<file path="config.mk">
export PLATFORM = sky130hd
export DESIGN_NAME = biphase_audio_output_framer
export DESIGN_NICKNAME = d
export VERILOG_FILES = /design/src/biphase_pkg.sv /design/src/biphase_line_coder.sv /design/src/biphase_audio_output_framer.sv
export SDC_FILE = /design/constraint.sdc
export NUM_CORES = 1
export LEC_CHECK = 0
export ABC_AREA = 1
export BUFFER_PORTS_ARGS = -buffer_cell sky130_fd_sc_hd__buf_2
export CAP_MARGIN = 20
export CORE_MARGIN = 1
export CORE_UTILIZATION = 61
export DETAILED_ROUTE_END_ITERATION = 10
export PLACE_DENSITY = 0.85
export REMOVE_ABC_BUFFERS = 1
export SLEW_MARGIN = 20
export SYNTH_ARGS = -nofsm -noshare
export SYNTH_HDL_FRONTEND = slang
export SYNTH_SLANG_ARGS = --single-unit
</file>
<file path="constraint.sdc">
create_clock -name clk -period 10.8 [get_ports clk]
set_clock_uncertainty 0.15 [all_clocks]
set_input_delay 1.62 -clock clk [delete_from_list [all_inputs] [get_ports clk]]
set_output_delay 1.62 -clock clk [all_outputs]
set_load 0.03 [all_outputs]
</file>
<file path="src/biphase_pkg.sv">
// shared constants and types for the bi-phase mark audio output framer
package biphase_pkg;

   // subframe and block geometry
   localparam int          SAMPLE_W        = 16;
   localparam logic [4:0]  SLOT_LAST       = 5'h1f;
   localparam logic [4:0]  SLOT_FIRST_DATA = 5'h04;
   localparam logic [8:0]  WORD_LAST       = 9'h17f;   // 384 words per block
   localparam logic [8:0]  WORD_FIRST      = 9'h000;
   localparam logic [7:0]  CS_LAST         = 8'hbf;    // 192 status bits per block

   // preamble level patterns for a low line before the preamble
   localparam logic [7:0]  PRE_B           = 8'he8;
   localparam logic [7:0]  PRE_M           = 8'he2;
   localparam logic [7:0]  PRE_W           = 8'he4;

   // channel-status bit positions
   localparam logic [7:0]  CS_CTRL_LAST    = 8'h03;
   localparam logic [7:0]  CS_CATEGORY     = 8'h08;
   localparam logic [7:0]  CS_ACC_HI       = 8'h1c;
   localparam logic [7:0]  CS_ACC_LO       = 8'h1d;

   // clock accuracy codes
   localparam logic [1:0]  ACC_LEVEL_1     = 2'h2;
   localparam logic [1:0]  ACC_LEVEL_2     = 2'h0;
   localparam logic [1:0]  ACC_LEVEL_3     = 2'h1;

   // register map (byte addresses)
   localparam int          ADDR_W          = 4;
   localparam logic [3:0]  REG_CFG         = 4'h0;
   localparam logic [3:0]  REG_STAT        = 4'h4;

   typedef enum logic [1:0] {MODE_LOW, MODE_PRE, MODE_POST} out_mode_t;

   typedef struct packed {
      logic [1:0] clk_acc;
      logic       cflag_en;
      logic [1:0] mode;
   } cfg_t;

   localparam cfg_t        CFG_RESET       = '{clk_acc: ACC_LEVEL_2, cflag_en: 1'b0, mode: 2'h0};

   typedef struct packed {
      logic [SAMPLE_W-1:0] pre_l;
      logic [SAMPLE_W-1:0] pre_r;
      logic [SAMPLE_W-1:0] post_l;
      logic [SAMPLE_W-1:0] post_r;
      logic [1:0]          err;                   // [1] left, [0] right
      logic [1:0]          correction_flag_info;  // [1] left, [0] right
   } stereo_in_t;

endpackage : biphase_pkg

</file>
<file path="src/biphase_line_coder.sv">
// bi-phase mark line coder holding the output pin level
`timescale 1ns/10ps
`default_nettype none
module biphase_line_coder (
   // clock and reset
   input  wire logic clk,
   input  wire logic reset,
   input  wire logic ce,
   // half-cell control
   input  wire logic tick,
   input  wire logic force_low,
   input  wire logic sync_start,
   input  wire logic in_sync,
   input  wire logic pat_bit,
   input  wire logic first_half,
   input  wire logic data_bit,
   // line
   output logic      line_ff
);
   logic base_ff;
   logic nxt_line;
   logic nxt_base;
   logic ref_level;

   // preamble polarity follows the level left by the previous parity cell
   assign ref_level = sync_start ? line_ff : base_ff;
   assign nxt_base  = (tick && sync_start) ? line_ff : base_ff;
   assign nxt_line  = force_low  ? 1'b0 :
                      !tick      ? line_ff :
                      in_sync    ? (pat_bit ^ ref_level) :
                      first_half ? ~line_ff :
                      (data_bit ? ~line_ff : line_ff);

   always_ff @(posedge clk or posedge reset) begin
      if (reset) begin
         line_ff <= 1'b0;
         base_ff <= 1'b0;
      end else if (ce) begin
         line_ff <= nxt_line;
         base_ff <= nxt_base;
      end
   end
endmodule : biphase_line_coder
`default_nettype wire

</file>
<file path="src/biphase_audio_output_framer.sv">
// bi-phase mark digital audio output framer with config/status registers
//
// Contract
// - output modes: forced low, pre-concealment, post-concealment
// - 32-bit subframes, bi-phase mark line code
// - 384-word blocks tracked by word counter
// - slots 0-3 are coding-violating sync preamble
// - B opens block, M other left, W right
// - auxiliary bits 5-7 sent as zero
// - bit 4 carries correction flags when enabled
// - sample in bits 12-27, bits 8-11 zero
// - left and right subframes strictly alternate
// - bit 28 marks uncorrectable samples, both sources
// - bit 29 carries subcode bits, block-unaligned
// - bit 31 gives even parity over 4-31
// - one status bit per pair, 192 per block
// - status bits 0-3 copy checked control bits
// - category bits 8-15 encode compact disc
// - status bits 28-29 carry clock accuracy code
// - output held low while audio features off
// - CD-ROM format means no concealment applied
`timescale 1ns/10ps
`default_nettype none
module biphase_audio_output_framer
   import biphase_pkg::*;
#(
   parameter int HALF_DIV = 35   // clock cycles per half bit cell
) (
   // clock and reset
   input  wire logic              clk,
   input  wire logic              reset,
   input  wire logic              ce,
   // register port
   input  wire logic [ADDR_W-1:0] addr,
   input  wire logic [31:0]       wr_data,
   input  wire logic              wr_en,
   input  wire logic              rd_en,
   output logic [31:0]            rd_data_ff,
   // decoder audio stream
   input  wire stereo_in_t        pair_in,
   input  wire logic              pair_valid,
   output logic                   pair_taken_ff,
   // subcode and control
   input  wire logic              subcode_bit,
   output logic                   subcode_taken_ff,
   input  wire logic [3:0]        q_ctrl,
   input  wire logic              q_ctrl_valid,
   input  wire logic              cdrom_mode,
   input  wire logic              audio_features_off,
   // line
   output logic                   biphase_audio_out
);

   if (HALF_DIV < 2 || HALF_DIV > 65536) begin : g_div_check
      $error("HALF_DIV must lie in 2..65536");
   end

   localparam logic [15:0] DIV_LAST = 16'(HALF_DIV - 1);

   cfg_t                cfg_ff;
   logic [15:0]         div_ff;
   logic                half_ff;
   logic [4:0]          slot_ff;
   logic [8:0]          word_cnt_ff;
   logic [31:0]         word_ff;
   stereo_in_t          hold_ff;
   stereo_in_t          cur_ff;
   logic [3:0]          q_ctrl_ff;

   // ------------------------------------------------------------ registers
   wire sel_cfg   = (addr == REG_CFG);
   wire sel_stat  = (addr == REG_STAT);
   wire cfg_write = ce && wr_en && sel_cfg;
   wire [31:0] stat_word = {22'h000000, biphase_audio_out, word_cnt_ff};
   wire [31:0] nxt_rd_data = !rd_en   ? 32'h00000000 :
                             sel_cfg  ? {27'h0000000, cfg_ff} :
                             sel_stat ? stat_word : 32'h00000000;

   always_ff @(posedge clk or posedge reset) begin
      if (reset) begin
         cfg_ff     <= CFG_RESET;
         rd_data_ff <= 32'h00000000;
      end else if (ce) begin
         if (cfg_write) cfg_ff <= cfg_t'(wr_data[4:0]);
         rd_data_ff <= nxt_rd_data;
      end
   end

   // ------------------------------------------------------------ mode decode
   // the unused mode code behaves as forced low so no stray source is sent
   wire mode_pre   = (cfg_ff.mode == MODE_PRE);
   wire mode_post  = (cfg_ff.mode == MODE_POST);
   wire force_low  = !(mode_pre || mode_post) || audio_features_off;
   // cd-rom formats never see concealed data, whatever the mode says
   wire use_pre    = mode_pre || cdrom_mode;

   // ------------------------------------------------------------ cell timing
   wire tick       = ce && (div_ff == DIV_LAST);
   wire last_cell  = (slot_ff == SLOT_LAST) && half_ff;
   wire word_end   = tick && last_cell;
   wire [8:0] nxt_word_idx = (word_cnt_ff == WORD_LAST) ? WORD_FIRST
                                                        : word_cnt_ff + 9'h001;

   always_ff @(posedge clk or posedge reset) begin
      if (reset) begin
         div_ff      <= 16'h0000;
         half_ff     <= 1'b0;
         slot_ff     <= 5'h00;
         word_cnt_ff <= WORD_FIRST;
      end else if (ce) begin
         div_ff <= tick ? 16'h0000 : div_ff + 16'h0001;
         if (tick) begin
            half_ff <= ~half_ff;
            if (half_ff) slot_ff <= slot_ff + 5'h01;
         end
         if (word_end) word_cnt_ff <= nxt_word_idx;
      end
   end

   // ------------------------------------------------------------ next subframe
   wire        nxt_left  = ~nxt_word_idx[0];
   wire [7:0]  cs_idx    = nxt_word_idx[8:1];
   stereo_in_t src_pair;
   assign src_pair = nxt_left ? hold_ff : cur_ff;

   wire [SAMPLE_W-1:0] pre_smp  = nxt_left ? src_pair.pre_l  : src_pair.pre_r;
   wire [SAMPLE_W-1:0] post_smp = nxt_left ? src_pair.post_l : src_pair.post_r;
   wire [SAMPLE_W-1:0] smp      = use_pre ? pre_smp : post_smp;
   wire ch_err   = nxt_left ? src_pair.err[1] : src_pair.err[0];
   wire ch_correction_flag_info  = nxt_left ? src_pair.correction_flag_info[1]
                            : src_pair.correction_flag_info[0];
   wire aux_bit  = cfg_ff.cflag_en && ch_correction_flag_info;

   wire cs_ctrl  = (cs_idx <= CS_CTRL_LAST) && q_ctrl_ff[cs_idx[1:0]];
   wire cs_cat   = (cs_idx == CS_CATEGORY);
   wire cs_acc   = ((cs_idx == CS_ACC_HI) && cfg_ff.clk_acc[1]) ||
                   ((cs_idx == CS_ACC_LO) && cfg_ff.clk_acc[0]);
   wire cs_bit   = cs_ctrl || cs_cat || cs_acc;

   // slots 0-3 carry no data; the preamble is generated separately
   wire [30:0] body = {cs_bit, subcode_bit, ch_err, smp, 4'h0, 3'h0, aux_bit, 4'h0};
   wire [31:0] nxt_word = {^body[30:4], body};

   always_ff @(posedge clk or posedge reset) begin
      if (reset) begin
         word_ff          <= 32'h00000000;
         hold_ff          <= '0;
         cur_ff           <= '0;
         q_ctrl_ff        <= 4'h0;
         pair_taken_ff    <= 1'b0;
         subcode_taken_ff <= 1'b0;
      end else if (ce) begin
         if (pair_valid) hold_ff <= pair_in;
         if (q_ctrl_valid) q_ctrl_ff <= q_ctrl;
         if (word_end) word_ff <= nxt_word;
         if (word_end && nxt_left) cur_ff <= hold_ff;
         pair_taken_ff    <= word_end && nxt_left;
         subcode_taken_ff <= word_end;
      end
   end

   // ------------------------------------------------------------ line coding
   wire       in_sync    = (slot_ff < SLOT_FIRST_DATA);
   wire       sync_start = (slot_ff == 5'h00) && !half_ff;
   wire [7:0] pattern    = (word_cnt_ff == WORD_FIRST) ? PRE_B :
                           word_cnt_ff[0]              ? PRE_W : PRE_M;
   wire [2:0] pat_pos    = ~{slot_ff[1:0], half_ff};
   wire       pat_bit    = pattern[pat_pos];

   biphase_line_coder u_coder (
      .clk        (clk),
      .reset      (reset),
      .ce         (ce),
      .tick       (tick),
      .force_low  (force_low),
      .sync_start (sync_start),
      .in_sync    (in_sync),
      .pat_bit    (pat_bit),
      .first_half (!half_ff),
      .data_bit   (word_ff[slot_ff]),
      .line_ff    (biphase_audio_out)
   );

   // ------------------------------------------------------------ checks
   logic left_cs_ff;
   always_ff @(posedge clk or posedge reset) begin
      if (reset) left_cs_ff <= 1'b0;
      else if (ce && word_end && nxt_left) left_cs_ff <= cs_bit;
   end

   property p_forced_low;
      @(posedge clk) disable iff (reset)
      (ce && cfg_ff.mode == MODE_LOW) |=> !biphase_audio_out;
   endproperty
   a_forced_low: assert property (p_forced_low) else $error("line not low in forced mode");

   property p_first_half_toggle;
      @(posedge clk) disable iff (reset)
      (tick && !force_low && !in_sync && !half_ff) |=> biphase_audio_out != $past(biphase_audio_out);
   endproperty
   a_first_half_toggle: assert property (p_first_half_toggle) else $error("no cell-edge transition");

   property p_zero_no_mid;
      @(posedge clk) disable iff (reset)
      (tick && !force_low && !in_sync && half_ff && !word_ff[slot_ff])
         |=> biphase_audio_out == $past(biphase_audio_out);
   endproperty
   a_zero_no_mid: assert property (p_zero_no_mid) else $error("zero cell has mid transition");

   property p_block_range;
      @(posedge clk) disable iff (reset)
      word_end && (word_cnt_ff == WORD_LAST) |=> word_cnt_ff == WORD_FIRST;
   endproperty
   a_block_range: assert property (p_block_range) else $error("block counter did not wrap at 384");

   property p_sync_preamble;
      @(posedge clk) disable iff (reset)
      (tick && !force_low && sync_start) |=> biphase_audio_out != $past(biphase_audio_out)
         ##2 biphase_audio_out == $past(biphase_audio_out, 2);
   endproperty
   a_sync_preamble: assert property (p_sync_preamble) else $error("preamble opening wrong");

   property p_preamble_kind;
      @(posedge clk) disable iff (reset)
      sync_start |-> (pattern == PRE_B) == (word_cnt_ff == WORD_FIRST)
                     && ((pattern == PRE_W) == word_cnt_ff[0]);
   endproperty
   a_preamble_kind: assert property (p_preamble_kind) else $error("preamble kind wrong");

   property p_aux_zero;
      @(posedge clk) disable iff (reset)
      (word_end && !cfg_ff.cflag_en) |=> word_ff[7:4] == 4'h0 && word_ff[11:8] == 4'h0;
   endproperty
   a_aux_zero: assert property (p_aux_zero) else $error("auxiliary or pad bits not zero");

   property p_sample_place;
      @(posedge clk) disable iff (reset)
      word_end |=> word_ff[27:12] == $past(smp) && word_ff[28] == $past(ch_err);
   endproperty
   a_sample_place: assert property (p_sample_place) else $error("sample or validity misplaced");

   property p_parity;
      @(posedge clk) disable iff (reset)
      word_end |=> ^word_ff[31:4] == 1'b0;
   endproperty
   a_parity: assert property (p_parity) else $error("parity not even");

   property p_cs_pair;
      @(posedge clk) disable iff (reset)
      (word_end && !nxt_left) |=> word_ff[30] == left_cs_ff;
   endproperty
   a_cs_pair: assert property (p_cs_pair) else $error("status bit differs in pair");

   property p_category;
      @(posedge clk) disable iff (reset)
      (word_end && cs_idx == CS_CATEGORY) |=> word_ff[30];
   endproperty
   a_category: assert property (p_category) else $error("category bit not set");

   property p_accuracy;
      @(posedge clk) disable iff (reset)
      (word_end && cs_idx == CS_ACC_HI) |=> word_ff[30] == $past(cfg_ff.clk_acc[1]);
   endproperty
   a_accuracy: assert property (p_accuracy) else $error("clock accuracy bit wrong");

   property p_pre_source;
      @(posedge clk) disable iff (reset)
      (word_end && cdrom_mode) |=> word_ff[27:12] == $past(pre_smp);
   endproperty
   a_pre_source: assert property (p_pre_source) else $error("concealed data in cd-rom format");

   // the second half-cell of the preamble keeps its level into the next cell
   property p_sync_break;
      @(posedge clk) disable iff (reset)
      (tick && !force_low && in_sync && slot_ff[1:0] == 2'h1 && !half_ff)
         |=> biphase_audio_out == $past(biphase_audio_out);
   endproperty
   a_sync_break: assert property (p_sync_break) else $error("no preamble violation");

   property p_cflag_bit;
      @(posedge clk) disable iff (reset)
      (word_end && cfg_ff.cflag_en) |=> word_ff[4] == $past(ch_correction_flag_info);
   endproperty
   a_cflag_bit: assert property (p_cflag_bit) else $error("flag bit not sent");

   property p_alternate;
      @(posedge clk) disable iff (reset)
      pair_taken_ff |-> !word_cnt_ff[0];
   endproperty
   a_alternate: assert property (p_alternate) else $error("pair taken for a right word");

   property p_subcode_place;
      @(posedge clk) disable iff (reset)
      word_end |=> word_ff[29] == $past(subcode_bit) && subcode_taken_ff;
   endproperty
   a_subcode_place: assert property (p_subcode_place) else $error("user bit misplaced");

   property p_ctrl_copy;
      @(posedge clk) disable iff (reset)
      (word_end && cs_idx == 8'h02) |=> word_ff[30] == $past(q_ctrl_ff[2]);
   endproperty
   a_ctrl_copy: assert property (p_ctrl_copy) else $error("copy status bit wrong");

   property p_cat_zero;
      @(posedge clk) disable iff (reset)
      (word_end && cs_idx > CS_CATEGORY && cs_idx < CS_ACC_HI) |=> !word_ff[30];
   endproperty
   a_cat_zero: assert property (p_cat_zero) else $error("status bits 9-27 not zero");

   property p_cs_zero;
      @(posedge clk) disable iff (reset)
      (word_end && cs_idx > CS_ACC_LO) |=> !word_ff[30];
   endproperty
   a_cs_zero: assert property (p_cs_zero) else $error("upper status bits not zero");

   property p_features_off;
      @(posedge clk) disable iff (reset)
      (ce && audio_features_off) |=> !biphase_audio_out;
   endproperty
   a_features_off: assert property (p_features_off) else $error("line not low");

   property p_slot_order;
      @(posedge clk) disable iff (reset)
      (tick && half_ff) |=> slot_ff == $past(slot_ff) + 5'h01;
   endproperty
   a_slot_order: assert property (p_slot_order) else $error("slot not ascending");

   c_block_wrap: cover property (@(posedge clk) disable iff (reset)
      word_end && word_cnt_ff == WORD_LAST);
   c_post_mode:  cover property (@(posedge clk) disable iff (reset)
      word_end && mode_post && !cdrom_mode);
   c_cflag_sent: cover property (@(posedge clk) disable iff (reset)
      word_end ##1 word_ff[4]);
   c_cdrom:      cover property (@(posedge clk) disable iff (reset)
      word_end && cdrom_mode && mode_pre);
   // features off while a live mode is selected
   c_feat_off:   cover property (@(posedge clk) disable iff (reset)
      ce && audio_features_off && mode_post);

endmodule : biphase_audio_output_framer
`default_nettype wire

</file>
# Word level (Yosys, flattened, before mapping)
# Cells that the tools add are included.
dict set report totals {
  regBits 233
  input_bits 118
  output_inout_bits 35
  word_cells 108
}
dict set report op_classes {
  n_addsub 3
  magnitude_cmp 5
  n_eq_ne 10
  mux 25
  bitwise 5
  reduce_logical 34
}
# cell n
set op_table {}
lappend op_table {{68-bit 2-to-1 mux} 1}
lappend op_table {{16-bit 2-to-1 mux} 4}
lappend op_table {{10-bit 2-to-1 mux} 3}
lappend op_table {{27-bit parity} 1}
lappend op_table {{16-bit by 1-bit adder with 16-bit output (second input constant)} 1}
lappend op_table {{16-bit by 6-bit equality test with 1-bit output (second input constant)} 1}
lappend op_table {{8-bit by 5-bit equality test with 1-bit output (second input constant)} 2}
lappend op_table {{2-bit AND reduction} 7}
lappend op_table {{1-bit logical AND} 12}
lappend op_table {{1-bit 2-to-1 mux} 11}
lappend op_table {{9-bit by 1-bit adder with 9-bit output (second input constant)} 1}
lappend op_table {{9-bit equality test (second input constant)} 1}
lappend op_table {{9-bit zero test} 1}
lappend op_table {{9-bit 2-to-1 mux} 1}
lappend op_table {{8-bit by 4-bit equality test with 1-bit output (second input constant)} 1}
lappend op_table {{8-bit by 2-bit <= comparator with 1-bit output (second input constant)} 1}
lappend op_table {{1-bit logical OR} 6}
lappend op_table {{5-bit by 6-bit < comparator with 1-bit output (second input constant)} 1}
lappend op_table {{3-bit AND reduction} 2}
lappend op_table {{5-bit by 1-bit adder with 5-bit output (second input constant)} 1}
lappend op_table {{1-bit binary-select mux with 5-bit select} 1}
lappend op_table {{5-bit equality test (second input constant)} 1}
lappend op_table {{5-bit zero test} 1}
lappend op_table {{5-bit by 3-bit < comparator with 1-bit output (second input constant)} 1}
lappend op_table {{other kinds (16)} 19}

# Longest topological paths before layout
# Gate-level depths: netlist of run 1.
dict set report logic_depth {
  ltp_word 8
  ltp_mapped 21
  ltp_nobuf 21
}

# By module
# From an unflattened synthesis of run 1, not the netlist that was laid out.
dict set report unflattened {
  cells_unflattened 1136
  area_unflattened_um2 9155.0
}
# module instances cells_per_inst area_per_inst_um2 seq_area_each_um2
set modules_own_cells {}
lappend modules_own_cells {biphase_audio_output_framer 1 1109 8993.6 4379.2}
lappend modules_own_cells {biphase_line_coder 1 27 161.4 50.0}

# Worst setup path before layout of run 1
# Ideal clock, no wire load.
dict set report synth_path {
  path_kind {input to register}
  from {input ce}
  to {register slot_ff[3]}
  setup_ns 0.124
  arrival_time_ns 2.952
  required_ns 10.526
  setup_slack_ns 7.574
  path_stages 7
  n_path_buf 0
  path_cell_list {inv_2 or4_1 nor2_1 nand2_1 nor2_1 nand4_1 xor2_1}
}
dict set report synth_via {
  elab_chain_len 2
}
# item line_no
set synth_lines {}
lappend synth_lines {{start, declared} biphase_audio_output_framer.sv:32} ;# input wire logic ce,
lappend synth_lines {{1-bit logical AND} biphase_audio_output_framer.sv:98} ;# wire tick = ce && (div_ff == DIV_LAST);
lappend synth_lines {{3-bit AND reduction (no line) (*)} n/a}
lappend synth_lines {{end signal, assigned} biphase_audio_output_framer.sv:114} ;# if (half_ff) slot_ff <= slot_ff + 5'h01;
lappend synth_lines {{end, declared} biphase_audio_output_framer.sv:63} ;# logic [4:0] slot_ff;
# Every way passes the cells marked *; elsewhere a longest branch is shown, timed or not.
# A chain may end at the register's enable or synchronous reset.

# Worst setup path after layout of run 1
dict set report layout_path {
  from {input cdrom_mode}
  to {register word_ff[31]}
}
dict set report layout_via {
  elab_chain_len 3
}
# item line_no
set layout_lines {}
lappend layout_lines {{start, declared} biphase_audio_output_framer.sv:48} ;# input wire logic cdrom_mode,
lappend layout_lines {{1-bit logical OR} biphase_audio_output_framer.sv:95} ;# wire use_pre = mode_pre || cdrom_mode;
lappend layout_lines {{16-bit 2-to-1 mux} biphase_audio_output_framer.sv:128} ;# wire [SAMPLE_W-1:0] smp = use_pre ? pre_smp : post_smp;
lappend layout_lines {{27-bit parity} biphase_audio_output_framer.sv:142} ;# wire [31:0] nxt_word = {^body[30:4], body};
lappend layout_lines {{end signal, assigned} biphase_audio_output_framer.sv:155} ;# if (word_end) word_ff <= nxt_word;
lappend layout_lines {{end, declared} biphase_audio_output_framer.sv:65} ;# logic [31:0] word_ff;
# No other way between the ends.

==> metrics.md, run 1 <==
| Metric | Value |
|---|---|
| Period minus WS final | 3840 ps |
| Port Buffer Count | 103 |
| CP peak stage delay | 550 ps |
| Initial antenna violation count | 0 |
| Synthesized cell area | 9275 um2 |
| Clock sink count | 177 |
| CTS clk-pin slew, worst paths | 70 ps |
| Synth warnings | 0 |
| Synth Flop Type | dfrtp_1 |
| CP delay by family, top | simple AND/OR/NAND/NOR gates |
| Post-route ant nets | 0 |
| Clk_lat worst skew | 440 ps |
| Rel. slew slack | 31.49% |
| Vias in the first global route | 7,138 |
| Max-cap viol count | 0 |
| GRT overflow | 0 |
| HP Class | register to register |
| P per Cell Area | 152.6 nW/um2 |
| Number of synthesized register bits | 177 |
| Clock root buffer | clkbuf_16 |
| TritonCTS clock tree | built |
| Hold-fix buffers at CTS | 0 |
| Critical path class | primary input to register |
| CP Launch Type | primary input |
| Library cells used by synthesis | 34 |
| Seq. cell area | 4429 um2 |
| Initial Util | 63.10% |
| Reg2Reg Setup Slack | 7070 ps |
| Reg2reg path depth | 8 |
| Post-synth EDFFs | 0 |
| Data required, critical path | 10,980 ps |
| Non-Filler Cell Area, Final | 10,340 um2 |
| Footprint of the multi-input gates | 4158 um2 |
| Largest net degree at the start of global routing | 107 |
| DIE HEIGHT | 125.3 um |
| Gate Count Post-Synth | 1,104 |
| Fin. Hold Viols | 0 |
| CP Max Fanout | 33 |
| Iter 0 DRT Violations | 594 |
| CTS Buffer Depth | 2 |
| Violated checks | design-rule violations |
| Drt pass-1 iters | 8 |
| Largest cells by area after synthesis | dfrtp_1, nand2_1, mux2_2 |
| Syn Area/Cell | 8.401 um2 |
| GP Congestion | 0.8176 |
| RSZ-0062 raised after global routing | false |
| Routed len/inst | 13.89 um |
| CP most frequent cell | nand2_1 |
| Period utilisation layout | 35.55% |
| Remaining DRCs | 10 |
| Leak pwr | 5.463 nW |
| Largest area contributor in the netlist | dfrtp_1 |
| DP HPWL | 12.56 mm |
| Die area | 15,700 um2 |
| I/O pins | 153 |
| Via count | 7,472 |
| Crit end category | register |
| Hold depth | 1 |
| Fill cells | 1,151 |
| Area after DPL | 9753 um2 |
| Core area | 14,700 um2 |
| Synth top cells by count | nand2_1, dfrtp_1, inv_1 |
| Maximum VDD drop | 0.0001223 V |
| Sequential share of the synthesized area | 47.75% |
| Antenna diodes | 0 |
| H-Tree Depth | 4 |
| Vias per cell | 5.411 |
| Share of layout cells above drive strength 1 | 20.13% |
| TNS Setup | 0 ps |
| CP Data Arrival Time | 4020 ps |
| Asr flop ratio synth | 100.0% |
| CP cell instances | buf_2 > nor2_2 > buf_4 > inv_1 > nand3_1 > nand2_1 > nand2_1 > nand2_1 > inv_1 > nand2_1 > nand2_1 > nand2_2 > nand2_1 > nand2_1 > nand2_1 > nand2_1 > nand3_1 > nand2_1 |
| Die width | 125.3 um |
| Stages on the worst setup path | 18 |
| First-pass GRT wire length | 32.70 mm |
| Setup-failing EPs final | 0 |
| GRT Util Overall | 25.94% |
| Worst hold slack | 324.2 ps |
| Status | finished, violations left |
| Row cnt | 44 |
| Resize count post-CTS | 0 |
| Final Max Tran Viols | 0 |
| Post-CTS Setup Inserts | 0 |
| F_max | 260.4 MHz |
| Number of CTS-inserted buffers | 17 |
| Worst slew pin tran | 1027 ps |
| Worst path bufs/invs | 4 |
| Post-Route WL | 19.19 mm |
| Top-count cell post-synth | nand2_1 |
| Yosys top cell area share | 47.75% |
| Nets | 1,310 |
| Slowest CP cell | inv_1 |
| Area grow syn2layout | 11.53% |
==> worst register-to-register path, stage by stage (launching register included) <==
cell and delay, ps:
dfrtp_1 450, ha_1 270, nand3_2 120, nor2_4 60, nand2_4 460, nand2_4 500, nand2_1 800, buf_4 430
mux2_2 380
==> final timing paths <==
check                                    start           to
worst min-delay path                div_ff[15]   div_ff[15]
worst min register to register      div_ff[15]   div_ff[15]
worst max-delay path                cdrom_mode  word_ff[31]
min in group asynchronous                reset    div_ff[6]
worst max register to register  word_cnt_ff[0]   cur_ff[13]
max in group asynchronous                reset   cur_ff[38]
==> where the power goes <==
part	total (mW)	internal, mW	switching (mW)
sequential	0.762	0.723	0.0393
combinational	0.201	0.0738	0.127
clock	0.616	0.347	0.269
==> per-layer routing <==
layer,share of wire (%),global-route usage (%)
met3,4.1,4.835
met2,50,44.46
met4,1.5,9.039
met5,0,0
met1,44,33.14
==> cells by family (layout without fill, tap and decap cells) <==
family,count (synthesis),count (layout),synth area share [%]
xor gates and xnor gates,16,16,1.511
AOI/OAI and AO/OA,101,101,5.868
DFF,177,177,47.75
buffers and inverters,172,244,8.472
other,1,22,0.04043
adders and majority gates,8,8,1.079
muxes,77,77,9.348
and+or+nand+nor,552,552,25.93
==> registers in the layout (all words and copies together) (netlist names), 4 cells and up <==
| signal | count |
|---|---|
| slot_ff | 5 |
| div_ff | 16 |
| rd_data_ff | 10 |
| q_ctrl_ff | 4 |
| cur_ff | 34 |
| hold_ff | 68 |
| cfg_ff | 5 |
| word_ff | 21 |
| word_cnt_ff | 9 |
==> per-stage QoR <==
step / power, mW / cells / setup WS (ps) / util [%]
after detailed placement: 0.9733 / 1349 / 6641 / 66.35
final: 1.579 / 1381 / 6960 / 70.38
after global routing: 1.649 / 1381 / 6668 / 70.38
after global placement: 0.9626 / 1349 / 6678 / 66.35
after floorplan: 0.9097 / 1058 / 4228 / -
after CTS: 1.583 / 1381 / 7020 / 70.32
==> layout make-up <==
class                   count  share of cell area [%]
clock buffers              19                   4.185
clock inverters            13                   1.451
inverters                 105                   3.858
multi-input cells         776                   40.19
flip-flops and latches    177                   42.82
well taps                 184                   2.225
repair buffers            107                   5.273
==> placed cells by master, fill, tap and decap left out, drive strengths merged <==
| cell | count |
|---|---|
| nand2 | 321 |
| or4 | 1 |
| clkbuf | 19 |
| dfrtp | 177 |
| a21oi | 39 |
| mux2 | 77 |
| nor4 | 3 |
| buf | 107 |
| o22ai | 2 |
| o211ai | 1 |
| clkinv | 5 |
| nor2 | 88 |
| bufinv | 2 |
| nor3 | 6 |
| nand3b | 15 |
| o41ai | 1 |
| conb | 22 |
| ha | 8 |
| o311ai | 4 |
| o31ai | 6 |
| o21ai | 48 |
| inv | 111 |
| nand3 | 107 |
| nand4 | 11 |
| xor2 | 16 |
(Power assumes the default switching activity.)
==> run 2: changes to the inputs <==
- ABC_AREA: 1 -> 0
- CORE_UTILIZATION: 61 -> 51
- PLACE_DENSITY: 0.85 -> 0.77
- clock period: 10.8 -> 3.4 ns (I/O delays scaled with it)
==> run 2 against run 1 <==
Effect of this change: the flow now finishes without violations; clock power grew to 3.4 times the previous value; clock-buffer cell count is the same; worst hold slack lost 260 ps; core utilization is 9.5 points lower; flip-flop and latch count is the same; first-iteration DRC count shrank 30%; synthesized cell count down 29%.
==> metrics.md, run 2 <==
| Metric | Value |
|---|---|
| Status | finished, final reports clean |
| Critical register-to-register path endpoint | word_ff[31] |
| Die area | 17,910 um2 (+14%) |
| Maximum VDD drop | 0.0004556 V (+270%) |
| Synth top cells by count | dfrtp_1, nand2_1, mux2_2 |
| Gate Count Post-Synth | 787 (-29%) |
| Dpl ws | 309.3 ps (-6332 ps) |
| Vias per cell | 5.438 (+0.51%) |
| Synth Flop Type | dfrtp_1 |
| Yosys top cell area share | 49.98% (+2.2 points) |
| Largest area contributor in the netlist | dfrtp_1 |
| Library cells used by synthesis | 59 (+74%) |
| Worst setup margin | 302.0 ps (-6658 ps) |
| Post-Route WL | 17.29 mm (-9.9%) |
| Worst path bufs/invs | 1 (-3) |
| Number of CTS-inserted buffers | 17 (unchanged) |
| Util after Layout | 60.83% (-9.5 points) |
| Share of layout cells above drive strength 1 | 30.77% (+11 points) |
| Core area | 16,760 um2 (+14%) |
| Vias in the first global route | 6,051 (-15%) |
| Critical path class | register to register |
| Port Buffer Count | 103 (unchanged) |
| CP peak stage delay | 530 ps (-20 ps) |
| Psw | 1.346 mW (+210%) |
| DP HPWL | 12.19 mm (-2.9%) |
| Fin. Hold Viols | 0 (unchanged) |
| Syn Area/Cell | 11.26 um2 (+34%) |
| CP Launch Type | register |
| Max FFs per register | 68 (unchanged) |
| Data required, critical path | 3560 ps (-7420 ps) |
| GRT Util Overall | 20.63% (-5.3 points) |
| Largest registers | hold_ff: 68 flops, cur_ff: 34 flops, word_ff: 21 flops |
| Post-synth EDFFs | 0 (unchanged) |
| Seq. cell area | 4429 um2 (unchanged) |
| Synthesized cell area | 8862 um2 (-4.5%) |
| Clock root buffer | clkbuf_16 |
| Worst hold slack | 68.78 ps (-255.4 ps) |
| F_max | 322.8 MHz |
| Non-Filler Cell Area, Final | 10,190 um2 (-1.5%) |
| Top-count cell post-synth | dfrtp_1 |
| Reg2Reg Setup Slack | 300 ps (-6770 ps) |
| Most frequent cells in the layout | dfrtp_1, nand2_1, mux2_2 |
| Drt pass-1 iters | 5 (-3) |
| Reg2reg path depth | 10 (+2) |
| Resize count post-CTS | 0 (unchanged) |
| Clock sink count | 177 (unchanged) |
| Dpl cells | 1,085 (-20%) |
| CP Data Arrival Time | 3250 ps (-770 ps) |
| HP Class | primary input to async pin |
| Iter 0 DRT Violations | 417 (-30%) |
| CP delay by family, top | simple AND/OR/NAND/NOR gates |
| Sw frac | 25.70% (-1.9 points) |
| Initial Util | 52.88% (-10 points) |
| Post-CTS Setup Inserts | 0 (unchanged) |
| GP Congestion | 0.8882 (+8.6%) |
| Hold-fix buffers at CTS | 0 (unchanged) |
| First-pass GRT wire length | 28.90 mm (-12%) |
| Footprint of the multi-input gates | 4024 um2 (-3.2%) |
| Finished Layout Cells | 1,118 (-19%) |
| Stages on the worst setup path | 10 (-8) |
| Most common cell after layout, fill and taps aside | dfrtp_1 |
| H-Tree Depth | 4 (unchanged) |
| Via count | 6,080 (-19%) |
| Fill cells | 1,351 (+17%) |
| Leak pwr | 4.875 nW (-11%) |
| Period utilisation layout | 91.12% |
| CTS clk-pin slew, worst paths | 70 ps (about the same) |
| Routed len/inst | 15.47 um (+11%) |
| Remaining DRCs | 0 (-10) |
| Row cnt | 47 (+6.8%) |
| CTS Buffer Depth | 2 (unchanged) |
| Area grow syn2layout | 15.04% |
| Largest net degree at the start of global routing | 84 (-21%) |
| Worst r2r src | word_cnt_ff[0] |
| CP Max Fanout | 8 (-76%) |
| Nets | 1,010 (-23%) |
| I/O pins | 153 (unchanged) |
| Area after DPL | 9562 um2 (-2.0%) |
| DIE HEIGHT | 133.8 um (+6.8%) |
| CP cell instances | inv_1 > ha_1 > nand4b_1 > o21ai_0 > a22o_1 > or3_1 > a211oi_1 > and3_4 > nor4_2 > nand3b_1 |
| Comb power frac | 14.0% (+1.3 points) |
| RSZ-0062 raised after global routing | false |
| Sequential share of the synthesized area | 49.98% (+2.2 points) |
| Die width | 133.8 um (+6.8%) |
| Asr flop ratio synth | 100.0% (unchanged) |
| Clk pwr share | 39.7% (+0.7 points) |
| Number of synthesized register bits | 177 (unchanged) |
| Final Max Tran Viols | 0 (unchanged) |
| TritonCTS clock tree | built |
| Most flops, register | hold_ff |
| Post-route ant nets | 0 (unchanged) |
| Rel. slew slack | 50.72% (+19 points) |
| Worst slew pin tran | 739.1 ps (-287.4 ps) |
| GRT overflow | 0 (unchanged) |
| Period minus WS final | 3098 ps |
| Setup-failing EPs final | 0 (unchanged) |
| Crit end category | register |
| Initial antenna violation count | 0 (unchanged) |
| Slowest CP cell | dfrtp_1 |
| P per Cell Area | 513.8 nW/um2 (+240%) |
| Clk_lat worst skew | 430 ps (about the same) |
| Reg power frac | 46.4% (-1.9 points) |
| Synth warnings | 0 (unchanged) |
| Largest cells by area after synthesis | dfrtp_1, mux2_2, nand2_1 |
| Pint | 3.892 mW (+240%) |
| Max-cap viol count | 0 (unchanged) |
## run 2: worst max path at each step
stage,start,slack (ps),to
5_1_grt,word_cnt_ff[0],70,word_ff[31]
3_3_place_gp,word_cnt_ff[0],430,word_ff[31]
2_1_floorplan,reset,-2060,cfg_ff[0]
3_5_place_dp,cfg_ff[1],310,word_ff[31]
4_1_cts,cfg_ff[1],290,word_ff[31]
6_report,word_cnt_ff[0],300,word_ff[31]
## run 2: area by class of cell
type                       instances  area share (%)
multi-input combinational        535           39.47
clock inverter                    13           1.939
sequential                       177           43.45
inverter                          30           1.154
timing repair buffer             123           7.020
antenna                            1         0.02455
tap                              220           2.700
clock buffer                      19           4.246
## run 2: cells by family (layout without fill, tap and decap cells)
group / Yosys count / after routing / synth area share (%)
other cells: 1 / 23 / 0.04231
simple gates: 236 / 236 / 12.89
compound gates: 59 / 59 / 4.391
flops: 177 / 177 / 49.98
buf+inv: 96 / 185 / 5.534
fa+ha+maj: 8 / 8 / 1.130
xor+xnor: 55 / 55 / 6.057
mux: 155 / 155 / 19.98
## run 2: worst register-to-register path: cells and delay by family, from the launching register on
family                   cells  cell delay (ps)
AO/OA/AOI/OAI                3              820
adder cells (fa/ha/maj)      1              400
buffers and inverters        1              140
flip-flops                   1              530
AND/OR/NAND/NOR              5              950
## run 2: power groups by stage
stage	clock, mW	sequential (mW)	combinational, mW
floorplan	0	2.42	0.556
global placement	0	2.45	0.710
detailed placement	0	2.47	0.734
CTS	2.12	2.43	0.740
global route	2.19	2.45	0.809
finish	2.08	2.43	0.731
## run 2: routing by layer
layer	GRT usage, %	part of all wire, %	vias to the layer above
met4	7.828	1.6	0
met2	34.02	48	188
li1	-	-	2885
met1	26.68	45	2979
met3	4.460	5.1	28
met5	0	0	-
## run 2: through the flow
stage / setup TNS, ps / total power, mW
6_report: 0 / 5.238
5_1_grt: 0 / 5.454
4_1_cts: 0 / 5.288
3_5_place_dp: 0 / 3.200
3_3_place_gp: 0 / 3.165
2_1_floorplan: -364980 / 2.972
